`config.mk`:
```
export PLATFORM = sky130hd
export DESIGN_NAME = bsw_host
export DESIGN_NICKNAME = d
export VERILOG_FILES = /design/src/logic/bsw_pkg.sv /design/src/logic/bsw_sync.sv /design/src/logic/bsw_host.sv
export SDC_FILE = /design/constraint.sdc
export NUM_CORES = 1
export LEC_CHECK = 0
export BUFFER_PORTS_ARGS = -buffer_cell sky130_fd_sc_hd__buf_2
export CORE_UTILIZATION = 50
export CTS_CLUSTER_SIZE = 20
export DETAILED_ROUTE_END_ITERATION = 7
export PLACE_DENSITY = 0.73
export SYNTH_ARGS = -nofsm -noshare
export SYNTH_HDL_FRONTEND = slang
export SYNTH_SLANG_ARGS = --single-unit
```
`constraint.sdc`:
```
create_clock -name clk -period 4.5 [get_ports clk]
set_input_delay 0.9 -clock clk [delete_from_list [all_inputs] [get_ports clk]]
set_output_delay 0.9 -clock clk [all_outputs]
set_load 0.05 [all_outputs]
```
`src/logic/bsw_pkg.sv`:
```
// package for the battery-backed sram bus master
// assumes a 25 mhz clock driving the host side of the sram pins
// How it works
// - master holds address stable through write
// - master waits address hold before next cycle
// - master keeps output gate high during writes
// - master keeps selects inactive as supply rises
// - interrupt open drain, pull-up needed
package bsw_pkg;
	localparam int ADDR_W        = 13;
	localparam int DATA_W        = 8;
	localparam int CLK_NS        = 40;
	// write strobe pulse width and data setup, nanoseconds
	localparam int T_PULSE_NS    = 100;
	localparam int T_SETUP_NS    = 70;
	localparam int T_HOLD_NS     = 10;
	localparam int T_FLOAT_NS    = 70;
	localparam int T_ACCESS_NS   = 150;
	// recovery time after supply return, microseconds
	localparam int T_REC_US      = 200;
	localparam int PULSE_CYC     = (T_PULSE_NS + CLK_NS - 1) / CLK_NS;
	localparam int HOLD_CYC      = (T_HOLD_NS + CLK_NS - 1) / CLK_NS;
	localparam int FLOAT_CYC     = (T_FLOAT_NS + CLK_NS - 1) / CLK_NS;
	localparam int ACCESS_CYC    = (T_ACCESS_NS + CLK_NS - 1) / CLK_NS;
	localparam int REC_CYC       = (T_REC_US * 1000 + CLK_NS - 1) / CLK_NS;
	localparam int CNT_W         = 16;
	typedef enum logic [2:0] {
		BSW_IDLE  = 3'b000,
		BSW_SETUP = 3'b001,
		BSW_PULSE = 3'b011,
		BSW_HOLD  = 3'b010,
		BSW_READ  = 3'b100,
		BSW_DONE  = 3'b110
	} bsw_state_e;
endpackage

```
`src/logic/bsw_sync.sv`:
```
// three-stage synchroniser with agreement filter
// assumes an asynchronous pin input
module bsw_sync (
	input  wire logic clk,   // clock
	input  wire logic rst,   // sync reset
	input  wire logic ce,    // clock enable
	input  wire logic din,   // async input
	output logic      dout   // filtered level
);
	logic s1_q, s2_q, s3_q, out_q, out_d;
	always_comb begin
		out_d = out_q;
		if (s2_q == s3_q) begin
			out_d = s3_q;
		end
	end
	always_ff @(posedge clk) begin
		if (rst) begin
			s1_q  <= 1'b1;
			s2_q  <= 1'b1;
			s3_q  <= 1'b1;
			out_q <= 1'b1;
		end else if (ce) begin
			s1_q  <= din;
			s2_q  <= s1_q;
			s3_q  <= s2_q;
			out_q <= out_d;
		end
	end
	assign dout = out_q;
endmodule

```
`src/logic/bsw_host.sv`:
```
// host bus master for a battery-backed byte-wide sram
// assumes the bench resolves the data bus and interrupt pull-up
module bsw_host
	import bsw_pkg::*;
#(
	parameter int REC_CYCLES = REC_CYC
) (
	input  wire logic                       clk,         // clock
	input  wire logic                       rst,         // sync reset
	input  wire logic                       ce,          // clock enable
	input  wire logic                       req,         // start access
	input  wire logic                       req_write,   // 1 write, 0 read
	input  wire logic [bsw_pkg::ADDR_W-1:0] req_addr,    // byte address
	input  wire logic [bsw_pkg::DATA_W-1:0] req_wdata,   // write data
	output logic                            busy,        // access running
	output logic                            done,        // access finished
	output logic [bsw_pkg::DATA_W-1:0]      rdata,       // read data
	output logic                            power_fail,  // supply low
	output logic [bsw_pkg::ADDR_W-1:0]      addr,        // address pins
	output logic                            select_low_active_n, // sel
	output logic                            select_high_active,  // sel
	output logic                            write_n,     // write strobe
	output logic                            gate_n,      // output gate
	output logic [bsw_pkg::DATA_W-1:0]      dq_o,        // data out
	output logic                            dq_oe,       // data drive
	input  wire logic [bsw_pkg::DATA_W-1:0] dq_i,        // data in
	input  wire logic                       pfail_int_n  // interrupt pin
);
	import bsw_pkg::*;

	// ==========================================================
	// interrupt pin sync and recovery timer
	logic int_n_s;
	bsw_sync u_sync (
		.clk  (clk),
		.rst  (rst),
		.ce   (ce),
		.din  (pfail_int_n),
		.dout (int_n_s)
	);

	logic [CNT_W-1:0] rec_q, rec_d;
	logic             pf_q, pf_d;
	always_comb begin
		pf_d  = pf_q;
		rec_d = rec_q;
		if (!int_n_s) begin
			pf_d  = 1'b1;
			rec_d = CNT_W'(REC_CYCLES);
		end else if (rec_q != '0) begin
			rec_d = rec_q - CNT_W'(1);
		end else begin
			pf_d = 1'b0;
		end
	end
	always_ff @(posedge clk) begin
		if (rst) begin
			pf_q  <= 1'b0;
			rec_q <= '0;
		end else if (ce) begin
			pf_q  <= pf_d;
			rec_q <= rec_d;
		end
	end

	// ==========================================================
	// access sequencer
	bsw_state_e       st_q, st_d;
	logic [CNT_W-1:0] cnt_q, cnt_d;
	logic [ADDR_W-1:0] a_q, a_d;
	logic [DATA_W-1:0] wd_q, wd_d, rd_q, rd_d;
	logic             wr_q, wr_d, sel_q, sel_d, we_q, we_d;
	logic             g_q, g_d, oe_q, oe_d, done_q, done_d;
	// pin copies so every output leaves a flip-flop
	logic             busy_q, busy_d, seln_q, seln_d, wn_q, wn_d;

	always_comb begin
		st_d   = st_q;
		cnt_d  = cnt_q;
		a_d    = a_q;
		wd_d   = wd_q;
		rd_d   = rd_q;
		wr_d   = wr_q;
		sel_d  = sel_q;
		we_d   = we_q;
		g_d    = g_q;
		oe_d   = oe_q;
		done_d = 1'b0;
		case (st_q)
			BSW_IDLE: begin
				// selects stay off while supply is low
				if (req && !pf_q) begin
					a_d   = req_addr;
					wd_d  = req_wdata;
					wr_d  = req_write;
					sel_d = 1'b1;
					g_d   = 1'b1;
					cnt_d = CNT_W'(FLOAT_CYC);
					st_d  = req_write ? BSW_SETUP : BSW_READ;
					if (!req_write) begin
						g_d   = 1'b0;
						cnt_d = CNT_W'(ACCESS_CYC);
					end
				end
			end
			BSW_SETUP: begin
				// strobe after selects so write starts on it
				we_d  = 1'b1;
				oe_d  = 1'b1;
				cnt_d = CNT_W'(PULSE_CYC);
				st_d  = BSW_PULSE;
			end
			BSW_PULSE: begin
				if (cnt_q > CNT_W'(1)) begin
					cnt_d = cnt_q - CNT_W'(1);
				end else begin
					we_d  = 1'b0;
					cnt_d = CNT_W'(HOLD_CYC);
					st_d  = BSW_HOLD;
				end
			end
			BSW_HOLD: begin
				// data and address held past strobe release
				sel_d = 1'b0;
				oe_d  = 1'b0;
				st_d  = BSW_DONE;
			end
			BSW_READ: begin
				if (cnt_q > CNT_W'(1)) begin
					cnt_d = cnt_q - CNT_W'(1);
				end else begin
					rd_d  = dq_i;
					sel_d = 1'b0;
					g_d   = 1'b1;
					st_d  = BSW_DONE;
				end
			end
			BSW_DONE: begin
				done_d = 1'b1;
				st_d   = BSW_IDLE;
			end
			default: begin
				st_d = BSW_IDLE;
			end
		endcase
		busy_d = (st_d != BSW_IDLE);
		seln_d = ~sel_d;
		wn_d   = ~we_d;
	end

	always_ff @(posedge clk) begin
		if (rst) begin
			st_q   <= BSW_IDLE;
			cnt_q  <= '0;
			a_q    <= '0;
			wd_q   <= '0;
			rd_q   <= '0;
			wr_q   <= 1'b0;
			sel_q  <= 1'b0;
			we_q   <= 1'b0;
			g_q    <= 1'b1;
			oe_q   <= 1'b0;
			done_q <= 1'b0;
			busy_q <= 1'b0;
			seln_q <= 1'b1;
			wn_q   <= 1'b1;
		end else if (ce) begin
			st_q   <= st_d;
			cnt_q  <= cnt_d;
			a_q    <= a_d;
			wd_q   <= wd_d;
			rd_q   <= rd_d;
			wr_q   <= wr_d;
			sel_q  <= sel_d;
			we_q   <= we_d;
			g_q    <= g_d;
			oe_q   <= oe_d;
			done_q <= done_d;
			busy_q <= busy_d;
			seln_q <= seln_d;
			wn_q   <= wn_d;
		end
	end

	assign busy                = busy_q;
	assign done                = done_q;
	assign rdata               = rd_q;
	assign power_fail          = pf_q;
	assign addr                = a_q;
	assign select_low_active_n = seln_q;
	assign select_high_active  = sel_q;
	assign write_n             = wn_q;
	assign gate_n              = g_q;
	assign dq_o                = wd_q;
	assign dq_oe               = oe_q;
endmodule

```
== After elaboration in Yosys (flattened, before gate mapping) ==
Index checks and enable logic that the tools add are counted.

* Register bits: 77
* Bits of input ports: 35
* Output and inout port bits: 37
* Logic and storage cells: 77

* $add $sub $neg: 2
* Magnitude comparators: 1
* Equality and inequality tests: 11
* Mux-type cells: 25
* Bitwise logic cells: 3
* Reduce and logical (&&, ||, !) cells: 16

{| class="wikitable"
|+ Operators by type and width
! cell !! count
|-
| $mux W16 || 5
|-
| $pmux W16 S4 || 1
|-
| $sub A16 B1 Y16 const B || 2
|-
| $gt A16 B1 Y1 const B || 1
|-
| $reduce_bool A16 Y1 || 1
|-
| $mux W3 || 5
|-
| $pmux W3 S5 || 1
|-
| $ne A2 B2 Y1 const B || 5
|-
| $mux W1 || 9
|-
| $reduce_and A2 Y1 || 4
|-
| $reduce_and A4 Y1 || 2
|-
| $eq A3 B2 Y1 const B || 2
|-
| $eq A3 B3 Y1 const B || 2
|-
| $pmux W1 S2 || 3
|-
| $reduce_and A3 Y1 || 2
|-
| $reduce_bool A2 Y1 || 2
|-
| $reduce_bool A4 Y1 || 1
|-
| $eq A3 B1 Y1 const B || 1
|-
| $logic_not A3 Y1 || 1
|-
| $not A1 Y1 || 3
|-
| $pmux W1 S3 || 1
|-
| $reduce_bool A3 Y1 || 1
|-
| $eq A1 B1 Y1 || 1
|-
| $logic_and A1 B1 Y1 || 1
|-
| $logic_not A1 Y1 || 1
|}

== Depth between registers and ports, before layout ==
* Depth in word-level cells: 5
* Gate-level depth with buffers: 8

== Hierarchy ==
From an unflattened synthesis, not the netlist that was laid out.

* Cell total of the unflattened synthesis: 423
* Area total of the unflattened synthesis: 3611.0 um^2

{| class="wikitable"
|+ Modules (own cells, without submodules)
! module !! times used !! cells an instance !! area an instance (um^2) !! sequential area each (um^2)
|-
| bsw_host || 1 || 408 || 3463.3 || 1461.4
|-
| bsw_sync || 1 || 15 || 147.6 || 80.1
|}

== Least setup slack after synthesis ==
OpenSTA, ideal clock, no wires.

* Path kind: in2reg
* Start point: input port req
* End point: register cnt_q[9]
* Library setup time: 0.072 ns
* Arrival time: 2.230 ns
* Required time: 4.428 ns
* Path slack: 2.198 ns
* Stages: 6
* Buffers on the path: 1
* Cells stage by stage: nand2b_1 a211o_1 a211o_1 buf_2 a2111oi_2 mux2i_1

* Cells in the longest elaborated chain, start to end: 3

{| class="wikitable"
|+ Ends and longest elaborated chain
! item !! RTL line !! RTL
|-
| start, declared || bsw_host.sv:11 || <nowiki>input wire logic req,</nowiki>
|-
| $logic_and A1 B1 Y1 || bsw_host.sv:92 || <nowiki>if (req && !pf_q) begin</nowiki>
|-
| $ne A2 B2 Y1 (no line) || - ||
|-
| $reduce_and A4 Y1 (no line) || - ||
|-
| end signal, assigned || bsw_host.sv:169 || <nowiki>cnt_q <= cnt_d;</nowiki>
|-
| end, declared || bsw_host.sv:69 || <nowiki>logic [CNT_W-1:0] cnt_q, cnt_d;</nowiki>
|}

No other way between the ends.
A chain may end at the register's enable or synchronous reset.

== Final worst setup path ==
* Start point: register cnt_q[0]
* End point: register cnt_q[4]

* Cells in the longest elaborated chain, start to end: 3
* Elaborated cells between the ends (all ways): 7

{| class="wikitable"
|+ Ends and longest elaborated chain
! item !! RTL line !! RTL
|-
| $sub A16 B1 Y16 or $gt A16 B1 Y1 (tied branches) || - ||
|-
| $mux W16 (tied with other cells) || bsw_host.sv:129 || <nowiki>if (cnt_q > CNT_W'(1)) begin</nowiki>
|-
| $pmux W16 S4 or $reduce_and A4 Y1 (tied branches) || - ||
|}

Several ways; a longest one is shown, not always the timed one. The select of a mux whose other input is x is not followed.

==> flow_summary.ini <==
[global_routing]
grt_pass1_vias = 3014
grt-ovfl-total = 0
grt_max_degree = 49
antenna_found_initial = 0
grtUsageTotal_pct = 22.06
grt_pass1_wl_um = 13570

[floorplan]
io_pins = 72
die_h_um = 89.06
fp.dieArea_mm2 = 0.007932
start_util_pct = 51.97
core_mm2 = 0.007292
die-width_um = 89.06
num_rows = 31

[routing]
drt_pass1_iterations = 5
topRoutingLayerUsed = met4
route.met3.wl_um = 382
drc = 0
met2_length_um = 4184
wirelength_um = 8661
drt_iter0_markers = 192
dr_total_vias = 3480
routedWlPerCell_um = 14.01
m1WireLength_um = 3956
ant_nets = 0
via_per_inst = 5.631

[setup_path]
cpPeakStageDelay_ps = 830
worstPathArrival_ps = 2990
r2r_slack_ps = 1770
crit_family = compound AO/OA/AOI/OAI gates
crit_path_end_kind = flip-flop
timing.rr.end = cnt_q[4]$_SDFFE_PP0P_
cp_cell_sequence = inv_1, ha_1, or2_1, and3_1, a211oi_2, o21ai_1, a211oi_1
crit_required_ps = 4770
critPathBufInv = 1
worstSetupStartpointType = flip-flop
rr_worst_depth = 7
cp_max_fo = 15
regToRegStartpoint = cnt_q[0]$_SDFFE_PP0P_
worstSetupPathType = reg -> reg
cp_slowest_cell = a211oi_2

[cells_and_area]
stdcell_area_mm2 = 0.004394
area_growth_syn_to_layout_pct = 15.95
drive_above_1_share_pct = 19.85
antenna_cells = 0
final_nets = 552
fin_cells = 618

[clock_tree]
clkSinkCount = 77
cts_tree = done
ctsHoldBuffers = 0
cts_buffers = 9
clock_path_buffers = 2
htreeDepth = 3
post_cts_resized = 0
cts_root_buf = clkbuf_8
cts_setup_buffers = 0
clk_latency_ps = 350
cts.clk_slew.worst_paths_ps = 80

[power]
vdd_drop_max_uv = 389.6
power_mw = 2.872
p_per_area_mw_per_mm2 = 653.7
power_leakage_nw = 1.803

[sta]
timing.final.crit_share_pct = 60.61
skew_ps = 7.127
period_needed_ps = 2727
rsz0062_at_grt = false
slew_violations = 0
fin_setup_tns_ps = 0
holdWs_ps = 455.6
tightest_slew_ps = 964.5
slew_headroom_pct = 35.59
hold_violations = 0
final-setup-viol-count = 0
max_freq_mhz = 366.6

[synthesis]
synth_cells = 459
async_flop_share_pct = 0
synth.top_cell.area_share_pct = 40.67
yosysSeqAreaShare_pct = 40.67
ys_top_cells_by_count = dfxtp_1 (77), nand2_1 (70), a21oi_1 (51)
synth_flop_cell = dfxtp_1
synth-edff-count = 0
yosysWarnings = 0
synth_seq_cells = 77
synthTopCellsByArea = dfxtp_1 (41%), nand2_1 (6.9%), a21oi_1 (6.7%)
synth_nets = 497
yosysMostFrequentCell = dfxtp_1
syn_area_mm2 = 0.003790
avgSynthCellArea_um2 = 8.257
synthDistinctLibCells = 61
synth_top_cell_by_area = dfxtp_1

[hold_path]
hold_path_startpoint = addr[7]$_SDFFE_PP0P_
whs_endpoint = addr[7]$_SDFFE_PP0P_
hp-class = reg -> reg
min_path_cells = 2

[place]
finalWeightedCongestion = 0.8434
hpwl_um = 5948
port_buffers = 71
placed_cell_area_mm2 = 0.004163
dp.cells = 602

[outcome]
run_status = completed

[run]
cap_viol_max_count = 0
==> worst max path at each step <==
stage | startpoint | to | slack (ps) | depth (start not counted)
after floorplan | req | cnt_q[9]$_SDFFE_PP0P_ | 2200 | 6
after global placement | ce | cnt_q[9]$_SDFFE_PP0P_ | 1690 | 6
after detailed placement | ce | cnt_q[3]$_SDFFE_PP0P_ | 1600 | 6
after CTS | cnt_q[0]$_SDFFE_PP0P_ | cnt_q[4]$_SDFFE_PP0P_ | 1800 | 7
after global routing | st_q[0]$_SDFFE_PP0P_ | cnt_q[9]$_SDFFE_PP0P_ | 1520 | 5
final | cnt_q[0]$_SDFFE_PP0P_ | cnt_q[4]$_SDFFE_PP0P_ | 1770 | 7
==> final cells by class <==
cell class / instances / area, um2
sequential: 77 / 1541
fill: 667 / 2898
multi-input combinational: 334 / 2056
clock inverter: 6 / 93.84
tap: 99 / 123.9
clock buffer: 10 / 137.6
inverter: 19 / 71.32
timing repair buffer: 73 / 370.4
==> per-stage QoR <==
stage,utilization (%),setup WS (ps)
floorplan,-,2198
global placement,57.09,1688
detailed placement,57.09,1598
CTS,60.26,1800
global route,60.26,1522
finish,60.26,1773
==> cells by family after synthesis <==
family | synth area share [%]
muxes | 5.018
AOI/OAI and AO/OA | 22.02
DFF | 40.67
adders and majority gates | 0.9905
buffers and inverters | 5.084
and+or+nand+nor | 23.90
xor gates and xnor gates | 2.311
==> placed cells by master (no fill, tap or decap), drive strengths merged, types with 6 or more instances in the layout <==
cell     n
nand2   70
or3      7
o21ai   14
nor2    34
a21oi   51
xnor2    8
o211ai  19
nand2b   7
mux2i   19
clkbuf  10
dfxtp   77
nor4    10
nor3     9
a211oi   6
buf     73
inv     21
nand3   11
or4      6
==> metal layers <==
layer | track usage [%] | vias up
met1 | 28.05 | 1621
met2 | 35.31 | 84
met5 | 0 | -
met3 | 5.448 | 13
met4 | 10.39 | 0
li1 | - | 1762
==> where the power goes <==
group,switching [mW],internal (mW)
sequential,0.142,0.811
clock,0.261,0.332
combinational,0.820,0.505
==> worst min-delay path, cell delays in order (launching register included) <==
cell,delay [ps]
dfxtp_1,310
nand2_1,50
a21oi_1,50
==> registers in the layout, indices dropped and copies added (netlist names), 3 cells and up <==
register / cells
rec_q: 16
st_q: 3
addr: 13
cnt_q: 16
dq_o: 8
rdata: 8
(Power assumes the default switching activity.)
